--- src/rtl/usbap_pkg.sv ---
// Purpose: Shared constants and types for the USB address and power control block
// Assumes: 32-bit AXI4-Lite register bus, one word per register
// Notes: Register index times four gives the byte address
package usbap_pkg;

  // Register indices (byte address is index times four)
  localparam logic [1:0] IDX_FUNC_ADDR = 2'h0;
  localparam logic [1:0] IDX_POWER = 2'h1;
  localparam logic [1:0] IDX_IRQ_STATUS = 2'h2;
  localparam logic [1:0] IDX_IRQ_MASK = 2'h3;
  localparam int NUM_REGS = 4;

  // Reset values
  localparam logic [7:0] RST_FUNC_ADDR = 8'h00;
  localparam logic [7:0] RST_POWER = 8'h20;
  localparam logic [2:0] RST_IRQ_MASK = 3'h0;

  // Power register fields
  localparam int PWR_ISO_WAIT = 7;
  localparam int PWR_SOFT_CONN = 6;
  localparam int PWR_RSVD_LO = 4;
  localparam logic [1:0] PWR_RSVD_VAL = 2'h2;
  localparam int PWR_RESET = 3;
  localparam int PWR_RESUME = 2;
  localparam int PWR_SUSPEND = 1;
  localparam int PWR_XCVR_PD = 0;

  // Interrupt status bits
  localparam int IRQ_W = 3;
  localparam int IRQ_SUSPEND = 0;
  localparam int IRQ_BUS_RESET = 1;
  localparam int IRQ_ZERO_LEN = 2;

  // AXI responses
  localparam logic [1:0] RESP_OKAY = 2'h0;
  localparam logic [1:0] RESP_SLVERR = 2'h2;

  // Token seen by the link logic
  typedef struct packed {
    logic valid;
    logic is_in;
    logic iso;
    logic [6:0] addr;
  } usbap_token_t;

  // Transmit-side controls to the link logic
  typedef struct packed {
    logic send_packet;
    logic send_zero_len;
    logic addr_match;
  } usbap_tx_t;

  // Byte address to register index; valid only when mapped
  function automatic logic [2:0] usbap_decode(input logic [11:0] addr);
    logic [2:0] r;
    r = 3'h4;
    if (addr[11:4] == 8'h00 && addr[1:0] == 2'h0) begin
      r = {1'b0, addr[3:2]};
    end
    return r;
  endfunction : usbap_decode

endpackage : usbap_pkg

--- src/rtl/usbap_axil.sv ---
// Purpose: AXI4-Lite slave front end producing register strobes
// Assumes: One write and one read outstanding at most
// Notes: Answer comes one cycle after the request is complete
`timescale 1ns/1ps
module usbap_axil #(
  parameter int AW = 12
) (
  input wire logic clk_i,
  input wire logic rst_n_i,
  // Write channels
  input wire logic [AW-1:0] awaddr_i,
  input wire logic awvalid_i,
  output logic awready_o,
  input wire logic [31:0] wdata_i,
  input wire logic [3:0] wstrb_i,
  input wire logic wvalid_i,
  output logic wready_o,
  output logic [1:0] bresp_o,
  output logic bvalid_o,
  input wire logic bready_i,
  // Read channels
  input wire logic [AW-1:0] araddr_i,
  input wire logic arvalid_i,
  output logic arready_o,
  output logic [31:0] rdata_o,
  output logic [1:0] rresp_o,
  output logic rvalid_o,
  input wire logic rready_i,
  // Register side
  output logic wr_en_o,
  output logic [AW-1:0] wr_addr_o,
  output logic [31:0] wr_data_o,
  output logic [3:0] wr_strb_o,
  input wire logic wr_err_i,
  output logic rd_en_o,
  output logic [AW-1:0] rd_addr_o,
  input wire logic [31:0] rd_data_i,
  input wire logic rd_err_i
);
  logic aw_hold_q;
  logic w_hold_q;
  logic ar_hold_q;

  assign wr_en_o = aw_hold_q & w_hold_q & ~bvalid_o;
  assign rd_en_o = ar_hold_q & ~rvalid_o;

  always_ff @(posedge clk_i) begin
    if (!rst_n_i) begin
      awready_o <= 1'b1;
      wready_o <= 1'b1;
      aw_hold_q <= 1'b0;
      w_hold_q <= 1'b0;
      bvalid_o <= 1'b0;
      bresp_o <= usbap_pkg::RESP_OKAY;
      wr_addr_o <= '0;
      wr_data_o <= '0;
      wr_strb_o <= '0;
    end else begin
      if (awvalid_i && awready_o) begin
        awready_o <= 1'b0;
        aw_hold_q <= 1'b1;
        wr_addr_o <= awaddr_i;
      end
      if (wvalid_i && wready_o) begin
        wready_o <= 1'b0;
        w_hold_q <= 1'b1;
        wr_data_o <= wdata_i;
        wr_strb_o <= wstrb_i;
      end
      if (wr_en_o) begin
        aw_hold_q <= 1'b0;
        w_hold_q <= 1'b0;
        bvalid_o <= 1'b1;
        bresp_o <= wr_err_i ? usbap_pkg::RESP_SLVERR : usbap_pkg::RESP_OKAY;
      end
      if (bvalid_o && bready_i) begin
        bvalid_o <= 1'b0;
        awready_o <= 1'b1;
        wready_o <= 1'b1;
      end
    end
  end

  always_ff @(posedge clk_i) begin
    if (!rst_n_i) begin
      arready_o <= 1'b1;
      ar_hold_q <= 1'b0;
      rvalid_o <= 1'b0;
      rresp_o <= usbap_pkg::RESP_OKAY;
      rdata_o <= '0;
      rd_addr_o <= '0;
    end else begin
      if (arvalid_i && arready_o) begin
        arready_o <= 1'b0;
        ar_hold_q <= 1'b1;
        rd_addr_o <= araddr_i;
      end
      if (rd_en_o) begin
        ar_hold_q <= 1'b0;
        rvalid_o <= 1'b1;
        rdata_o <= rd_err_i ? 32'h0000_0000 : rd_data_i;
        rresp_o <= rd_err_i ? usbap_pkg::RESP_SLVERR : usbap_pkg::RESP_OKAY;
      end
      if (rvalid_o && rready_i) begin
        rvalid_o <= 1'b0;
        arready_o <= 1'b1;
      end
    end
  end

endmodule : usbap_axil

--- src/rtl/usbap_irq.sv ---
// Purpose: Sticky event status with mask and one level interrupt
// Assumes: Events are one-cycle pulses on the system clock
// Notes: A new event wins over a write-one clear in the same cycle
`timescale 1ns/1ps
module usbap_irq #(
  parameter int W = 3
) (
  input wire logic clk_i,
  input wire logic rst_n_i,
  input wire logic [W-1:0] event_i,
  input wire logic [W-1:0] clear_i,
  input wire logic mask_we_i,
  input wire logic [W-1:0] mask_i,
  output logic [W-1:0] status_o,
  output logic [W-1:0] mask_o,
  output logic irq_o
);
  logic [W-1:0] status_d;

  assign status_d = (status_o & ~clear_i) | event_i;

  always_ff @(posedge clk_i) begin
    if (!rst_n_i) begin
      status_o <= '0;
      mask_o <= usbap_pkg::RST_IRQ_MASK;
      irq_o <= 1'b0;
    end else begin
      status_o <= status_d;
      if (mask_we_i) begin
        mask_o <= mask_i;
      end
      irq_o <= |(status_d & (mask_we_i ? mask_i : mask_o));
    end
  end

endmodule : usbap_irq

--- src/rtl/usbap_ctrl.sv ---
// Purpose: Function address and power/suspend/resume control of a dual-role USB controller
// Assumes: Link logic on the same clock; bus reset level arrives from the pin side
// Notes: Registers sit at four times their index on an AXI4-Lite bus
`timescale 1ns/1ps
module usbap_ctrl #(
  parameter int AW = 12
) (
  // Clock and reset
  input wire logic CLK_SYS_I,
  input wire logic RESET_N_I,
  // AXI4-Lite slave
  input wire logic [AW-1:0] AWADDR_I,
  input wire logic AWVALID_I,
  output logic AWREADY_O,
  input wire logic [31:0] WDATA_I,
  input wire logic [3:0] WSTRB_I,
  input wire logic WVALID_I,
  output logic WREADY_O,
  output logic [1:0] BRESP_O,
  output logic BVALID_O,
  input wire logic BREADY_I,
  input wire logic [AW-1:0] ARADDR_I,
  input wire logic ARVALID_I,
  output logic ARREADY_O,
  output logic [31:0] RDATA_O,
  output logic [1:0] RRESP_O,
  output logic RVALID_O,
  input wire logic RREADY_I,
  // Controller context
  input wire logic HOST_MODE_I,
  input wire logic INTR_REG_READ_I,
  // Link logic events
  input wire logic BUS_RESET_PIN_I,
  input wire logic SUSPEND_ENTRY_I,
  input wire logic SOF_SEEN_I,
  input wire logic TRANSMIT_PACKET_READY_I,
  input wire usbap_pkg::usbap_token_t TOKEN_I,
  // Link logic controls
  output usbap_pkg::usbap_tx_t TX_O,
  output logic [6:0] BUS_FUNCTION_ADDRESS_O,
  output logic DP_OE_O,
  output logic DM_OE_O,
  output logic BUS_RESET_DRIVE_O,
  output logic RESUME_DRIVE_O,
  output logic SUSPEND_O,
  output logic TRANSCEIVER_POWER_DOWN_O,
  // Interrupt
  output logic IRQ_O
);

  typedef enum logic [2:0] {
    ST_IDLE = 3'h1,
    ST_WAIT_SOF = 3'h2,
    ST_ARMED = 3'h4
  } usbap_tx_state_t;

  logic wr_en;
  logic [AW-1:0] wr_addr;
  logic [31:0] wr_data;
  logic [3:0] wr_strb;
  logic rd_en;
  logic [AW-1:0] rd_addr;
  logic [31:0] rd_data;
  logic [2:0] wr_idx;
  logic [2:0] rd_idx;
  logic wr_lane;
  logic wr_addr_reg;
  logic wr_pwr_reg;
  logic wr_sts_reg;
  logic wr_msk_reg;
  logic [7:0] wb;

  logic [6:0] func_addr_q;
  logic iso_sof_wait_q;
  logic soft_connect_q;
  logic host_reset_q;
  logic resume_q;
  logic suspend_q;
  logic suspend_d;
  logic xcvr_pd_q;
  logic bus_rst_meta_q;
  logic bus_rst_sync_q;
  logic bus_rst_prev_q;
  logic [7:0] power_rd;
  logic [2:0] irq_event;
  logic [2:0] irq_clear;
  logic [2:0] irq_status;
  logic [2:0] irq_mask;
  logic token_match;
  logic zero_len_d;
  usbap_tx_state_t tx_state_q;
  usbap_tx_state_t tx_state_d;

  usbap_axil #(
    .AW(AW)
  ) u_axil (
    .clk_i(CLK_SYS_I),
    .rst_n_i(RESET_N_I),
    .awaddr_i(AWADDR_I),
    .awvalid_i(AWVALID_I),
    .awready_o(AWREADY_O),
    .wdata_i(WDATA_I),
    .wstrb_i(WSTRB_I),
    .wvalid_i(WVALID_I),
    .wready_o(WREADY_O),
    .bresp_o(BRESP_O),
    .bvalid_o(BVALID_O),
    .bready_i(BREADY_I),
    .araddr_i(ARADDR_I),
    .arvalid_i(ARVALID_I),
    .arready_o(ARREADY_O),
    .rdata_o(RDATA_O),
    .rresp_o(RRESP_O),
    .rvalid_o(RVALID_O),
    .rready_i(RREADY_I),
    .wr_en_o(wr_en),
    .wr_addr_o(wr_addr),
    .wr_data_o(wr_data),
    .wr_strb_o(wr_strb),
    .wr_err_i(wr_idx[2]),
    .rd_en_o(rd_en),
    .rd_addr_o(rd_addr),
    .rd_data_i(rd_data),
    .rd_err_i(rd_idx[2])
  );

  // Register decode; only byte lane 0 carries data
  assign wr_idx = usbap_pkg::usbap_decode(12'(wr_addr));
  assign rd_idx = usbap_pkg::usbap_decode(12'(rd_addr));
  assign wr_lane = wr_en & wr_strb[0] & ~wr_idx[2];
  assign wr_addr_reg = wr_lane && wr_idx[1:0] == usbap_pkg::IDX_FUNC_ADDR;
  assign wr_pwr_reg = wr_lane && wr_idx[1:0] == usbap_pkg::IDX_POWER;
  assign wr_sts_reg = wr_lane && wr_idx[1:0] == usbap_pkg::IDX_IRQ_STATUS;
  assign wr_msk_reg = wr_lane && wr_idx[1:0] == usbap_pkg::IDX_IRQ_MASK;
  assign wb = wr_data[7:0];

  // Bus reset level comes from the pin side, so it is synchronised first
  always_ff @(posedge CLK_SYS_I) begin
    if (!RESET_N_I) begin
      bus_rst_meta_q <= 1'b0;
      bus_rst_sync_q <= 1'b0;
      bus_rst_prev_q <= 1'b0;
    end else begin
      bus_rst_meta_q <= BUS_RESET_PIN_I;
      bus_rst_sync_q <= bus_rst_meta_q;
      bus_rst_prev_q <= bus_rst_sync_q;
    end
  end

  // Function address; bit 7 is not stored
  always_ff @(posedge CLK_SYS_I) begin
    if (!RESET_N_I) begin
      func_addr_q <= usbap_pkg::RST_FUNC_ADDR[6:0];
    end else if (wr_addr_reg) begin
      func_addr_q <= wb[6:0];
    end
  end

  // Power register fields that are plain read/write in one or both modes
  always_ff @(posedge CLK_SYS_I) begin
    if (!RESET_N_I) begin
      iso_sof_wait_q <= usbap_pkg::RST_POWER[usbap_pkg::PWR_ISO_WAIT];
      soft_connect_q <= usbap_pkg::RST_POWER[usbap_pkg::PWR_SOFT_CONN];
      host_reset_q <= usbap_pkg::RST_POWER[usbap_pkg::PWR_RESET];
      resume_q <= usbap_pkg::RST_POWER[usbap_pkg::PWR_RESUME];
      xcvr_pd_q <= usbap_pkg::RST_POWER[usbap_pkg::PWR_XCVR_PD];
    end else if (wr_pwr_reg) begin
      if (!HOST_MODE_I) begin
        iso_sof_wait_q <= wb[usbap_pkg::PWR_ISO_WAIT];
        soft_connect_q <= wb[usbap_pkg::PWR_SOFT_CONN];
      end else begin
        host_reset_q <= wb[usbap_pkg::PWR_RESET];
      end
      // Resume timing is software's job; hardware just drives while set
      resume_q <= wb[usbap_pkg::PWR_RESUME];
      xcvr_pd_q <= wb[usbap_pkg::PWR_XCVR_PD];
    end
  end

  // Suspend: entry in device mode or a host write of one sets it;
  // a set in the same cycle as a clear wins so no entry is lost
  always_comb begin
    suspend_d = suspend_q;
    if (INTR_REG_READ_I || (wr_pwr_reg && wb[usbap_pkg::PWR_RESUME])) begin
      suspend_d = 1'b0;
    end
    if (!HOST_MODE_I && SUSPEND_ENTRY_I) begin
      suspend_d = 1'b1;
    end
    if (HOST_MODE_I && wr_pwr_reg && wb[usbap_pkg::PWR_SUSPEND]) begin
      suspend_d = 1'b1;
    end
  end

  always_ff @(posedge CLK_SYS_I) begin
    if (!RESET_N_I) begin
      suspend_q <= usbap_pkg::RST_POWER[usbap_pkg::PWR_SUSPEND];
    end else begin
      suspend_q <= suspend_d;
    end
  end

  // Read view of the power register depends on the role
  always_comb begin
    power_rd = '0;
    power_rd[usbap_pkg::PWR_RSVD_LO +: 2] = usbap_pkg::PWR_RSVD_VAL;
    power_rd[usbap_pkg::PWR_RESUME] = resume_q;
    power_rd[usbap_pkg::PWR_SUSPEND] = suspend_q;
    power_rd[usbap_pkg::PWR_XCVR_PD] = xcvr_pd_q;
    if (HOST_MODE_I) begin
      power_rd[usbap_pkg::PWR_RESET] = host_reset_q;
    end else begin
      power_rd[usbap_pkg::PWR_ISO_WAIT] = iso_sof_wait_q;
      power_rd[usbap_pkg::PWR_SOFT_CONN] = soft_connect_q;
      power_rd[usbap_pkg::PWR_RESET] = bus_rst_sync_q;
    end
  end

  always_comb begin
    rd_data = 32'h0000_0000;
    case (rd_idx)
      3'h0: rd_data[7:0] = {1'b0, func_addr_q};
      3'h1: rd_data[7:0] = power_rd;
      3'h2: rd_data[2:0] = irq_status;
      3'h3: rd_data[2:0] = irq_mask;
      default: rd_data = 32'h0000_0000;
    endcase
  end

  // Token matching applies only in device mode
  assign token_match = TOKEN_I.valid && !HOST_MODE_I && TOKEN_I.addr == func_addr_q;

  // Transmit sequencing; the SOF hold-off is for isochronous endpoints only
  always_comb begin
    tx_state_d = tx_state_q;
    zero_len_d = 1'b0;
    case (tx_state_q)
      ST_IDLE: begin
        if (TRANSMIT_PACKET_READY_I) begin
          tx_state_d = (iso_sof_wait_q && TOKEN_I.iso && !HOST_MODE_I)
                       ? ST_WAIT_SOF : ST_ARMED;
        end
      end
      ST_WAIT_SOF: begin
        if (token_match && TOKEN_I.is_in) begin
          zero_len_d = 1'b1;
        end else if (SOF_SEEN_I) begin
          tx_state_d = ST_ARMED;
        end
      end
      ST_ARMED: begin
        if (token_match && TOKEN_I.is_in) begin
          tx_state_d = ST_IDLE;
        end
      end
      default: tx_state_d = ST_IDLE;
    endcase
  end

  always_ff @(posedge CLK_SYS_I) begin
    if (!RESET_N_I) begin
      tx_state_q <= ST_IDLE;
      TX_O <= '0;
    end else begin
      tx_state_q <= tx_state_d;
      TX_O.addr_match <= token_match;
      TX_O.send_zero_len <= zero_len_d;
      TX_O.send_packet <= tx_state_q == ST_ARMED && tx_state_d == ST_IDLE;
    end
  end

  // Drive pins from registered state
  always_ff @(posedge CLK_SYS_I) begin
    if (!RESET_N_I) begin
      BUS_FUNCTION_ADDRESS_O <= '0;
      DP_OE_O <= 1'b0;
      DM_OE_O <= 1'b0;
      BUS_RESET_DRIVE_O <= 1'b0;
      RESUME_DRIVE_O <= 1'b0;
      SUSPEND_O <= 1'b0;
      TRANSCEIVER_POWER_DOWN_O <= 1'b0;
    end else begin
      BUS_FUNCTION_ADDRESS_O <= func_addr_q;
      // Host mode always drives; device mode waits for soft connect
      DP_OE_O <= HOST_MODE_I | soft_connect_q;
      DM_OE_O <= HOST_MODE_I | soft_connect_q;
      BUS_RESET_DRIVE_O <= HOST_MODE_I & host_reset_q;
      RESUME_DRIVE_O <= resume_q;
      SUSPEND_O <= suspend_q;
      TRANSCEIVER_POWER_DOWN_O <= xcvr_pd_q;
    end
  end

  // Events into the interrupt block
  assign irq_event[usbap_pkg::IRQ_SUSPEND] = suspend_d & ~suspend_q;
  assign irq_event[usbap_pkg::IRQ_BUS_RESET] = bus_rst_sync_q & ~bus_rst_prev_q;
  assign irq_event[usbap_pkg::IRQ_ZERO_LEN] = zero_len_d;
  assign irq_clear = wr_sts_reg ? wb[2:0] : 3'h0;

  usbap_irq #(
    .W(usbap_pkg::IRQ_W)
  ) u_irq (
    .clk_i(CLK_SYS_I),
    .rst_n_i(RESET_N_I),
    .event_i(irq_event),
    .clear_i(irq_clear),
    .mask_we_i(wr_msk_reg),
    .mask_i(wb[2:0]),
    .status_o(irq_status),
    .mask_o(irq_mask),
    .irq_o(IRQ_O)
  );

  // Checks
  property p_addr_top_zero;
    @(posedge CLK_SYS_I) disable iff (!RESET_N_I)
    rd_en && rd_idx == 3'h0 |=> RVALID_O && RDATA_O[7] == 1'b0;
  endproperty
  a_addr_top_zero: assert property (p_addr_top_zero) else $error("address bit 7 read as one");

  property p_host_no_match;
    @(posedge CLK_SYS_I) disable iff (!RESET_N_I)
    HOST_MODE_I |=> !TX_O.addr_match;
  endproperty
  a_host_no_match: assert property (p_host_no_match) else $error("match while in host mode");

  property p_host_reset_drive;
    @(posedge CLK_SYS_I) disable iff (!RESET_N_I)
    HOST_MODE_I && wr_pwr_reg ##1 HOST_MODE_I |=> BUS_RESET_DRIVE_O == $past(wb[3], 2);
  endproperty
  a_host_reset_drive: assert property (p_host_reset_drive) else $error("reset drive wrong");

  property p_host_suspend_w1s;
    @(posedge CLK_SYS_I) disable iff (!RESET_N_I)
    HOST_MODE_I && suspend_q && wr_pwr_reg && !wb[2] && !INTR_REG_READ_I |=> suspend_q;
  endproperty
  a_host_suspend_w1s: assert property (p_host_suspend_w1s) else $error("zero write cleared");

  property p_pwrdn;
    @(posedge CLK_SYS_I) disable iff (!RESET_N_I)
    wr_pwr_reg |-> ##2 TRANSCEIVER_POWER_DOWN_O == $past(wb[0], 2);
  endproperty
  a_pwrdn: assert property (p_pwrdn) else $error("power down not following write");

  property p_wait_sof;
    @(posedge CLK_SYS_I) disable iff (!RESET_N_I)
    tx_state_q == ST_WAIT_SOF |=> !TX_O.send_packet;
  endproperty
  a_wait_sof: assert property (p_wait_sof) else $error("packet sent before SOF");

  property p_zero_len;
    @(posedge CLK_SYS_I) disable iff (!RESET_N_I)
    tx_state_q == ST_WAIT_SOF && token_match && TOKEN_I.is_in |=> TX_O.send_zero_len;
  endproperty
  a_zero_len: assert property (p_zero_len) else $error("zero-length packet missing");

  property p_non_iso;
    @(posedge CLK_SYS_I) disable iff (!RESET_N_I)
    tx_state_q == ST_IDLE && TRANSMIT_PACKET_READY_I && !TOKEN_I.iso |=> tx_state_q == ST_ARMED;
  endproperty
  a_non_iso: assert property (p_non_iso) else $error("non-iso packet held");

  property p_soft_conn;
    @(posedge CLK_SYS_I) disable iff (!RESET_N_I)
    !HOST_MODE_I && !soft_connect_q |=> !DP_OE_O && !DM_OE_O;
  endproperty
  a_soft_conn: assert property (p_soft_conn) else $error("lines driven while disconnected");

  property p_dev_reset_view;
    @(posedge CLK_SYS_I) disable iff (!RESET_N_I)
    !HOST_MODE_I && rd_en && rd_idx == 3'h1 |=> RDATA_O[3] == $past(bus_rst_sync_q);
  endproperty
  a_dev_reset_view: assert property (p_dev_reset_view) else $error("bus reset not shown");

  property p_suspend_set;
    @(posedge CLK_SYS_I) disable iff (!RESET_N_I)
    !HOST_MODE_I && SUSPEND_ENTRY_I |=> suspend_q ##1 SUSPEND_O;
  endproperty
  a_suspend_set: assert property (p_suspend_set) else $error("suspend entry lost");

  property p_suspend_clr;
    @(posedge CLK_SYS_I) disable iff (!RESET_N_I)
    INTR_REG_READ_I && !SUSPEND_ENTRY_I && !(HOST_MODE_I && wr_pwr_reg) |=> !suspend_q;
  endproperty
  a_suspend_clr: assert property (p_suspend_clr) else $error("suspend not cleared");

  property p_rsvd_bits;
    @(posedge CLK_SYS_I) disable iff (!RESET_N_I)
    rd_en && rd_idx == 3'h1 |=> RDATA_O[5:4] == 2'h2;
  endproperty
  a_rsvd_bits: assert property (p_rsvd_bits) else $error("reserved field wrong");

  c_zero_len: cover property (@(posedge CLK_SYS_I) TX_O.send_zero_len);
  c_send_after_sof: cover property (@(posedge CLK_SYS_I)
    tx_state_q == ST_WAIT_SOF ##1 tx_state_q == ST_ARMED ##[1:50] TX_O.send_packet);
  c_irq: cover property (@(posedge CLK_SYS_I) $rose(IRQ_O));
  c_suspend_race: cover property (@(posedge CLK_SYS_I) SUSPEND_ENTRY_I && INTR_REG_READ_I);

endmodule : usbap_ctrl

--- config.mk ---
export PLATFORM = sky130hd
export DESIGN_NAME = usbap_ctrl
export DESIGN_NICKNAME = d
export VERILOG_FILES = /design/src/rtl/usbap_pkg.sv /design/src/rtl/usbap_axil.sv /design/src/rtl/usbap_irq.sv /design/src/rtl/usbap_ctrl.sv
export SDC_FILE = /design/constraint.sdc
export NUM_CORES = 1
export LEC_CHECK = 0
export ABC_AREA = 1
export BUFFER_PORTS_ARGS = -buffer_cell sky130_fd_sc_hd__buf_2
export CAP_MARGIN = 20
export CORE_MARGIN = 2
export CORE_UTILIZATION = 32
export CTS_BUF_LIST = sky130_fd_sc_hd__clkbuf_16
export DETAILED_ROUTE_END_ITERATION = 6
export PLACE_DENSITY_LB_ADDON = 0.2
export SYNTH_ARGS = -nofsm -noshare
export SYNTH_HDL_FRONTEND = slang
export SYNTH_SLANG_ARGS = --single-unit
--- constraint.sdc ---
create_clock -name CLK_SYS_I -period 3.25 [get_ports CLK_SYS_I]
set_input_delay 0 -clock CLK_SYS_I [delete_from_list [all_inputs] [get_ports CLK_SYS_I]]
set_output_delay 0 -clock CLK_SYS_I [all_outputs]
set_load 0.005 [all_outputs]
# Word level (Yosys, flattened, before mapping)
# Index checks and enable logic that the tools add are counted.
# totals
reg_bits,118
input_bits,83
output_inout_bits,58
wordCells,127
# op_classes
n_eq_ne,11
mux,22
bitwise_logic,20
reduce_logical,36
# ops
cell,n
$mux W3,9
$logic_and A1 B1 Y1,21
$logic_not A8 Y1,2
$pmux W3 S4,1
$pmux W5 S2,1
$eq A3 B1 Y1 const B,3
$eq A3 B2 Y1 const B,3
$pmux W3 S3,1
$and A1 B1 Y1,8
$mux W8,1
$reduce_or A2 Y1,4
$eq A7 B7 Y1,1
$not A1 Y1,7
$and A3 B3 Y3,2
$logic_not A2 Y1,3
$mux W1,6
$mux W2,3
$eq A2 B2 Y1 const B,2
$reduce_and A2 Y1,2
$eq A3 B3 Y1 const B,1
$logic_not A3 Y1,1
$not A3 Y3,1
$or A3 B3 Y3,1
$reduce_or A3 Y1,1
other kinds (4),4

# Logic depth before layout (Yosys ltp)
# Gate-level depths: netlist (run 1).
# depth
ltp_word,15
ltp_mapped,12
mapped_depth_nobuf,12

# Modules after synthesis
# Synthesis (run 1) repeated with hierarchy kept, for this count alone.
# hier_totals
hier_cells,755
hier_area_um2,5621.6
# modules_own_cells
module,instances,cells_each,area_each_um2,seq_area_each_um2
usbap_axil,1,451,3618.5,2042.0
usbap_ctrl,1,264,1724.2,680.7
usbap_irq,1,40,279.0,140.1

# Worst setup path before layout (run 1)
# No wires, ideal clock.
# synth_path
kind,reg-to-reg
start,register u_axil.wr_addr_o[6]
end,register func_addr_q[4]
setup_ns,0.080
t_arrival_ns,1.338
required_time_ns,3.170
slack_ns,1.832
path_stages_with_launch,9
n_path_buf,1
period_less_slack_ns,1.418
cell_sequence,dfxtp_1 nor2_2 nand3_2 nor2_4 nand3_4 nor3b_4 buf_6 nor2_1 a211oi_2
# synth_between
elab_chain_cells,6
elab_cells_between_ends,7
cone_classes,1 x mux; 2 x bitwise; 4 x reduce/logical
# synth_lines
element,line_no,source
start: declaration,usbap_axil.sv:31,"output logic [AW-1:0] wr_addr_o,"
start signal: assignment,usbap_axil.sv:62,wr_addr_o <= awaddr_i;
$logic_not A8 Y1 (*),usbap_pkg.sv:57,if (addr[11:4] == 8'h00 && addr[1:0] == 2'h0) begin
$logic_and A1 B1 Y1 (*),usbap_pkg.sv:57,
$mux W3 (*),usbap_pkg.sv:57,
$not A1 Y1,usbap_ctrl.sv:130,assign wr_lane = wr_en & wr_strb[0] & ~wr_idx[2];
$and A1 B1 Y1,usbap_ctrl.sv:130,
$logic_and A1 B1 Y1 (*),usbap_ctrl.sv:131,assign wr_addr_reg = wr_lane && wr_idx[1:0] == usbap_pkg::IDX_FUNC_ADDR;
end signal: assignment,usbap_ctrl.sv:153,func_addr_q <= usbap_pkg::RST_FUNC_ADDR[6:0];
end signal: assignment,usbap_ctrl.sv:155,func_addr_q <= wb[6:0];
end: declaration,usbap_ctrl.sv:73,logic [6:0] func_addr_q;
# Mark *: on every way between the ends. The rest lies on a longest branch, timed or not.
# A chain may end at the register's enable or synchronous reset.

# Final worst setup path (run 1)
# layout_path
start,register func_addr_q[5]
end,register tx_state_q[2]
# layout_between
elab_chain_cells,5
elab_cells_between_ends,6
cone_classes,1 x eq/ne; 3 x mux; 2 x reduce/logical
# layout_lines
element,line_no,source
$eq A7 B7 Y1 (*),usbap_ctrl.sv:231,assign token_match = TOKEN_I.valid && !HOST_MODE_I && TOKEN_I.addr == func_addr_q;
$logic_and A1 B1 Y1 (*),usbap_ctrl.sv:231,
$logic_and A1 B1 Y1 (*),"usbap_ctrl.sv:245, usbap_ctrl.sv:252",
"$mux W3, on equally long branches","usbap_ctrl.sv:252, usbap_ctrl.sv:245",
$pmux W3 S3 (*),usbap_ctrl.sv:237,case (tx_state_q)
end signal: assignment,usbap_ctrl.sv:265,tx_state_q <= tx_state_d;
end: declaration,usbap_ctrl.sv:91,usbap_tx_state_t tx_state_q;
# Marked as above.

==> results of run 1 <==
==> logic make-up (layout without fill, tap and decap cells) <==
| family | Yosys count | count (layout) | synth area share |
|---|---|---|---|
| compound gates | 97 | 97 | 0.144 |
| xor+xnor | 2 | 2 | 0.00460 |
| buf+inv | 104 | 205 | 0.131 |
| flops | 92 | 92 | 0.483 |
| other cells | 1 | 26 | 0.000984 |
| simple gates | 212 | 212 | 0.236 |
==> layout make-up <==
| class | count | area [um^2] | share of cell area |
|---|---|---|---|
| clock buffer | 9 | 225 | 0.0451 |
| multi-input combinational | 337 | 1560 | 0.313 |
| clock inverter | 6 | 113 | 0.0226 |
| sequential | 92 | 1840 | 0.369 |
| tap | 143 | 179 | 0.0358 |
| inverter | 63 | 236 | 0.0474 |
| timing repair buffer | 127 | 833 | 0.167 |
==> timing repair <==
action / CTS / global route
endpoints found under the hold margin: 43 / 0
hold buffers: 39 / 0
endpoints found under the setup margin: 0 / 0
==> path summary, 6_finish.rpt <==
kind                         endpoint  cells after the start  slack [ps]      startpoint
setup / recovery        tx_state_q[2]                     10        1170  func_addr_q[5]
hold / removal    u_axil.wr_data_o[1]                      3         -10      WDATA_I[1]
setup reg to reg        tx_state_q[2]                     10        1170  func_addr_q[5]
hold reg to reg        bus_rst_sync_q                      2         420  bus_rst_meta_q
==> cell usage in the layout (no fill, tap or decap) <==
master          n
a211oi_1        6
a211oi_2        3
a21boi_0        1
a21oi_1        24
a31oi_1         2
buf_2          87
buf_4           1
bufinv_16       3
clkbuf_16       9
clkinv_2        1
clkinv_4        1
conb_1         26
dfxtp_1        92
dlygate4sd3_1  39
inv_1          62
inv_2           1
inv_6           1
nand2_1        90
nand3_1        16
nand3_2         1
nand3_4         1
nand3b_1        1
nand4_1         5
nor2_1         83
nor2_2          5
nor2_4          1
nor3_1          6
nor3b_4         1
o211ai_1        2
o21a_1          3
o21ai_0        51
o21bai_1        1
o22ai_1         4
or2_2           1
or3_1           1
xnor2_1         1
xor2_1          1
==> per-layer routing <==
metal  share of wire  wire (um)  up-vias  track usage
met4           0.021        188        0       0.0610
met5               0          0        -            0
met3           0.051        462       16       0.0204
met1            0.46       4210     1471        0.181
li1                -          -     1803            -
met2            0.46       4220       97        0.244
==> per-stage QoR <==
stage                     worst slack (ps)  instance area (um^2)
after detailed placement              1450                  4260
after global placement                1510                  4260
final                                 1170                  4990
after CTS                             1130                  4990
after global routing                   922                  4990
after floorplan                       1830                  3900
==> tightest hold or removal path: stages <==
cell     delay, ps
buf_2           80
o21ai_0         70
a21oi_1        120
==> state kept, by name, indices dropped and copies added (netlist names), 7 cells and up <==
name,count
u_axil.wr_addr_o,12
func_addr_q,7
u_axil.rdata_o,8
u_axil.wr_data_o,8
BUS_FUNCTION_ADDRESS_O,7
u_axil.rd_addr_o,12
==> report_power, final <==
part / switching, uW / leakage [uW] / internal, uW
combinational: 155 / 0.00146 / 117
clock: 432 / 0.000166 / 750
sequential: 31.5 / 0.000753 / 1180
==> impl_metrics.json, run 1 <==
{
  "status": "finished with violations",
  "violations": "DRC, hold timing",
  "gp_congestion": 0.769,
  "synth_cell_types": 33,
  "holdWs_ps": -12.1,
  "yosysSeqAreaShare": 0.483,
  "cts_tree": "yes",
  "critPathTopFamily": "simple AND/OR/NAND/NOR gates",
  "fmax_mhz": 481,
  "antenna-diode-count": 0,
  "crit_required_ps": 3470,
  "setup_viol": 0,
  "finalMaxSlewViolations": 0,
  "yosys_warnings": 0,
  "ctsResizeCount": 0,
  "cap_violations": 0,
  "crit_chain": "inv_1, nand2_1, o21ai_0, nor2_1, nand2_1, nor2_1, nand2_1, nand3_1, a31oi_1, dlygate4sd3_1",
  "fin_nets": 713,
  "worst_setup_path_end_kind": "flip-flop",
  "vias_per_cell": 4.36,
  "worst-slew-pin-transition_ps": 652,
  "maxSlewHeadroom": 0.565,
  "first_pass_iters": 7,
  "route.vias.total": 3387,
  "syn_avg_cell_area_um2": 7.50,
  "die_w_um": 113,
  "cp_common_cell": "nand2_1",
  "setup_tns_ps": 0,
  "stdcell_count": 777,
  "p_leak_uw": 0.00238,
  "slowest_stage": "dlygate4sd3_1",
  "cp_slowest_stage_delay_ps": 590,
  "rsz0062_at_grt": "false",
  "n_fill_cell": 1197,
  "drc": 10,
  "synthFlopType": "dfxtp_1",
  "synth_edf_count": 0,
  "p_per_area_nw_per_um2": 535,
  "drive_gt1_frac": 0.185,
  "critPathKind": "flip-flop to flip-flop",
  "grt_max_degree": 57,
  "wl_per_cell_um": 11.7,
  "hold_class": "input port to flip-flop",
  "utilization": 0.433,
  "grt_pass1_vias": 3136,
  "grt-ovfl-total": 0,
  "path_clk_slew_ps": 60,
  "arrival_ps": 2290,
  "initial_utilization": 0.331,
  "dp_cells": 723,
  "postSynth.asyncResetShare": 0,
  "startpoint_type": "flip-flop",
  "min_period_ps": 2080,
  "num_io_pins": 141,
  "clockBufferDepth": 2,
  "grt_pass1_wl_mm": 14.6,
  "root_buffer": "clkbuf_16",
  "ys_ff_latch": 92,
  "synthTopCellsByCount": "dfxtp_1 (92), nand2_1 (90), nor2_1 (83)",
  "grt_usage": 0.143,
  "core_area_um2": 11500,
  "drt_iter0_markers": 227,
  "ant_nets": 0,
  "die-area_um2": 12800,
  "cts_setup_buffers": 0,
  "num_rows": 39,
  "syn2layout_area_growth_pct": 31.0,
  "synth_top_area_cell": "dfxtp_1",
  "hold_viol_final": 1,
  "synth_top_area_frac": 0.483,
  "clock_sinks": 92,
  "port_buffers": 87,
  "ir_drop_mv": 0.246,
  "antenna_found_initial": 0,
  "cts_buffers": 9,
  "syn_inst": 508,
  "clkLatencyLatePin_ps": 330,
  "syn_area_um2": 3810,
  "p_total_uw": 2670,
  "yosys-top-cells-area": "dfxtp_1 (48%), nand2_1 (8.9%), nor2_1 (8.2%)",
  "fin_skew_ps": 6.22,
  "post-route-period-util": 0.639,
  "worst-path-buf-inv": 2,
  "wl_mm": 9.08,
  "crit_fanout": 4,
  "dp_hpwl_mm": 6.51,
  "htree_levels": 3,
  "synth.most_common_cell": "dfxtp_1",
  "die_h_um": 113
}
(Power assumes the default switching activity.)
==> run 2: changes to the inputs <==
--- a/config.mk
+++ b/config.mk
@@ -5,7 +5,7 @@
 export SDC_FILE = /design/constraint.sdc
 export NUM_CORES = 1
 export LEC_CHECK = 0
-export ABC_AREA = 1
+export ABC_AREA = 0
 export BUFFER_PORTS_ARGS = -buffer_cell sky130_fd_sc_hd__buf_2
 export CAP_MARGIN = 20
 export CORE_MARGIN = 2
==> constraint.sdc (replaced) <==
create_clock -name CLK_SYS_I -period 2 [get_ports CLK_SYS_I]
set_input_delay 0 -clock CLK_SYS_I [delete_from_list [all_inputs] [get_ports CLK_SYS_I]]
set_output_delay 0 -clock CLK_SYS_I [all_outputs]
set_load 0.005 [all_outputs]
==> run 2 against run 1 <==
Against the previous run: fmax is 18% higher; sequential power rose by 62%; setup slack worse by 930 ps; clock skew rose by 0.95 ps; flip-flop and latch count is the same; die area decreased by 0.60%; design area rose by 0.18%; global-route usage is 0.60 points higher; routed wire length rose by 1.7%; register-to-register slack got worse by 930 ps; combinational power grew 51%; clock-buffer cell count is the same; the run now ends clean.
==> impl_metrics.json, run 2 <==
{
  "vias_per_cell": 4.51,
  "rsz0062_at_grt": "false",
  "syn_inst": 431,
  "postSynth.asyncResetShare": 0,
  "dp_hpwl_mm": 6.74,
  "hold_class": "input port to flip-flop",
  "ant_nets": 0,
  "worst-slew-pin-transition_ps": 718,
  "wl_per_cell_um": 12.9,
  "die_w_um": 113,
  "p_seq_frac": 0.504,
  "met3_usage": 0.0300,
  "grt_max_degree": 38,
  "cts_tree": "yes",
  "path_clk_slew_ps": 60,
  "clkPwrFrac": 0.390,
  "crit_required_ps": 2210,
  "ys_ff_latch": 92,
  "core_area_um2": 11500,
  "clkLatencyLatePin_ps": 340,
  "port_buffers": 87,
  "layout_common_cells": "dfxtp_1 (92), nand2_1 (92), buf_2 (87)",
  "synth_cell_types": 53,
  "utilization": 0.436,
  "gr-usage-met2": 0.251,
  "p_sw_frac": 0.245,
  "synthFlopType": "dfxtp_1",
  "syn_area_um2": 3790,
  "syn_avg_cell_area_um2": 8.78,
  "grt-busiest-layer": "met2",
  "setup_viol": 0,
  "drive_gt1_frac": 0.225,
  "dp_cells": 652,
  "reg_top3": "u_axil.rd_addr_o: 12 flops, u_axil.wr_addr_o: 12 flops",
  "die-area_um2": 12700,
  "grt_use_met1": 0.182,
  "clock_sinks": 92,
  "clockBufferDepth": 2,
  "intPower_uw": 2930,
  "critPathKind": "flip-flop to flip-flop",
  "cts_setup_buffers": 0,
  "drt_iter0_markers": 106,
  "num_rows": 39,
  "grt_pass1_wl_mm": 14.9,
  "p_per_area_nw_per_um2": 776,
  "syn2layout_area_growth_pct": 32.1,
  "hold_viol_final": 0,
  "initial_utilization": 0.330,
  "ir_drop_mv": 0.331,
  "route.vias.total": 3219,
  "antenna-diode-count": 0,
  "yosys-top-cells-area": "dfxtp_1 (49%), nand2_1 (9.1%), a21oi_1 (6.7%)",
  "yosysSeqAreaShare": 0.486,
  "synth_top_area_cell": "dfxtp_1",
  "cap_violations": 0,
  "die_h_um": 113,
  "fin_nets": 648,
  "p_switching_uw": 949,
  "drc": 0,
  "wl_mm": 9.23,
  "grt_pass1_vias": 3094,
  "fmax_mhz": 569,
  "grt_usage": 0.149,
  "root_buffer": "clkbuf_16",
  "gp_congestion": 0.789,
  "min_period_ps": 1760,
  "grt-ovfl-total": 0,
  "finalMaxSlewViolations": 0,
  "htree_levels": 3,
  "cts_buffers": 9,
  "synth_top_area_frac": 0.486,
  "antenna_found_initial": 0,
  "synthTopCellsByCount": "dfxtp_1 (92), nand2_1 (92), a21oi_1 (51)",
  "fin_skew_ps": 7.17,
  "synth_edf_count": 0,
  "n_fill_cell": 1152,
  "crit_fanout": 4,
  "maxSlewHeadroom": 0.521,
  "setup_tns_ps": 0,
  "post-route-period-util": 0.879,
  "p_leak_uw": 0.00219,
  "stdcell_count": 713,
  "startpoint_type": "flip-flop",
  "num_io_pins": 141,
  "arrival_ps": 1970,
  "worst_setup_path_end_kind": "flip-flop",
  "status": "finished clean",
  "first_pass_iters": 4,
  "pwr-share-comb": 0.106,
  "yosys_warnings": 0
}
==> run 2: cells by family (layout without fill, tap and decap cells) <==
kind of cell	count (synthesis)	after routing	synth area share
simple gates	184	184	0.240
flops	92	92	0.486
compound gates	72	72	0.105
buf+inv	56	170	0.0905
mux	18	18	0.0588
xor+xnor	8	8	0.0185
other cells	1	26	0.000990
==> run 2: layout make-up <==
class                           count  area [um^2]  share of cell area
Inverter                            9         33.8             0.00676
Timing Repair Buffer              145          983               0.197
Clock buffer                        9          225              0.0450
Clock inverter                      7         36.3             0.00726
Multi-Input combinational cell    308         1700               0.340
Tap cell                          143          179              0.0358
Sequential cell                    92         1840               0.368
==> run 2: critical path, cell delays in order (launching register included) <==
cell	delay (ps)
dfxtp_1	310
nor4_2	420
nand4_1	200
buf_4	190
o21a_1	190
a21oi_1	170
o221ai_1	150
==> run 2: metal layers <==
metal | share of wire | routed length, um
met5 | 0 | 0
met1 | 0.44 | 4090
met3 | 0.047 | 435
met2 | 0.49 | 4490
met4 | 0.023 | 214
==> run 2: worst paths after layout <==
path	startpoint	end	slack, ps	cells after the start
worst max-delay path	u_axil.wr_addr_o[0]	u_irq.irq_o	240	6
worst min-delay path	TOKEN_I[5]	TX_O[0]	20	4
worst max register to register	u_axil.wr_addr_o[0]	u_irq.irq_o	240	6
worst min register to register	bus_rst_meta_q	bus_rst_sync_q	430	1
==> run 2: power by group through the flow <==
| stage | sequential [uW] | clock (uW) | combinational (uW) |
|---|---|---|---|
| after CTS | 1960 | 1550 | 413 |
| after global placement | 2000 | 0 | 337 |
| after floorplan | 1980 | 0 | 267 |
| after detailed placement | 2000 | 0 | 343 |
| final | 1960 | 1510 | 411 |
| after global routing | 1970 | 1620 | 460 |
==> run 2: per-stage QoR <==
step | instance area [um^2] | setup WS [ps] | power [uW] | hold slack [ps]
final | 5000 | 242 | 3880 | 19.4
after global routing | 5000 | 36.3 | 4050 | 43.7
after CTS | 4990 | 98.5 | 3920 | 11.6
after detailed placement | 4280 | 106 | 2340 | 221
after global placement | 4280 | 146 | 2330 | 209
after floorplan | 3880 | 362 | 2250 | 100
==> run 2: repair_timing <==
item                       CTS  global route
hold buffers                45             0
hold endpoints to repair    42             0
gates resized for setup      0             1
setup endpoints to repair    0             6
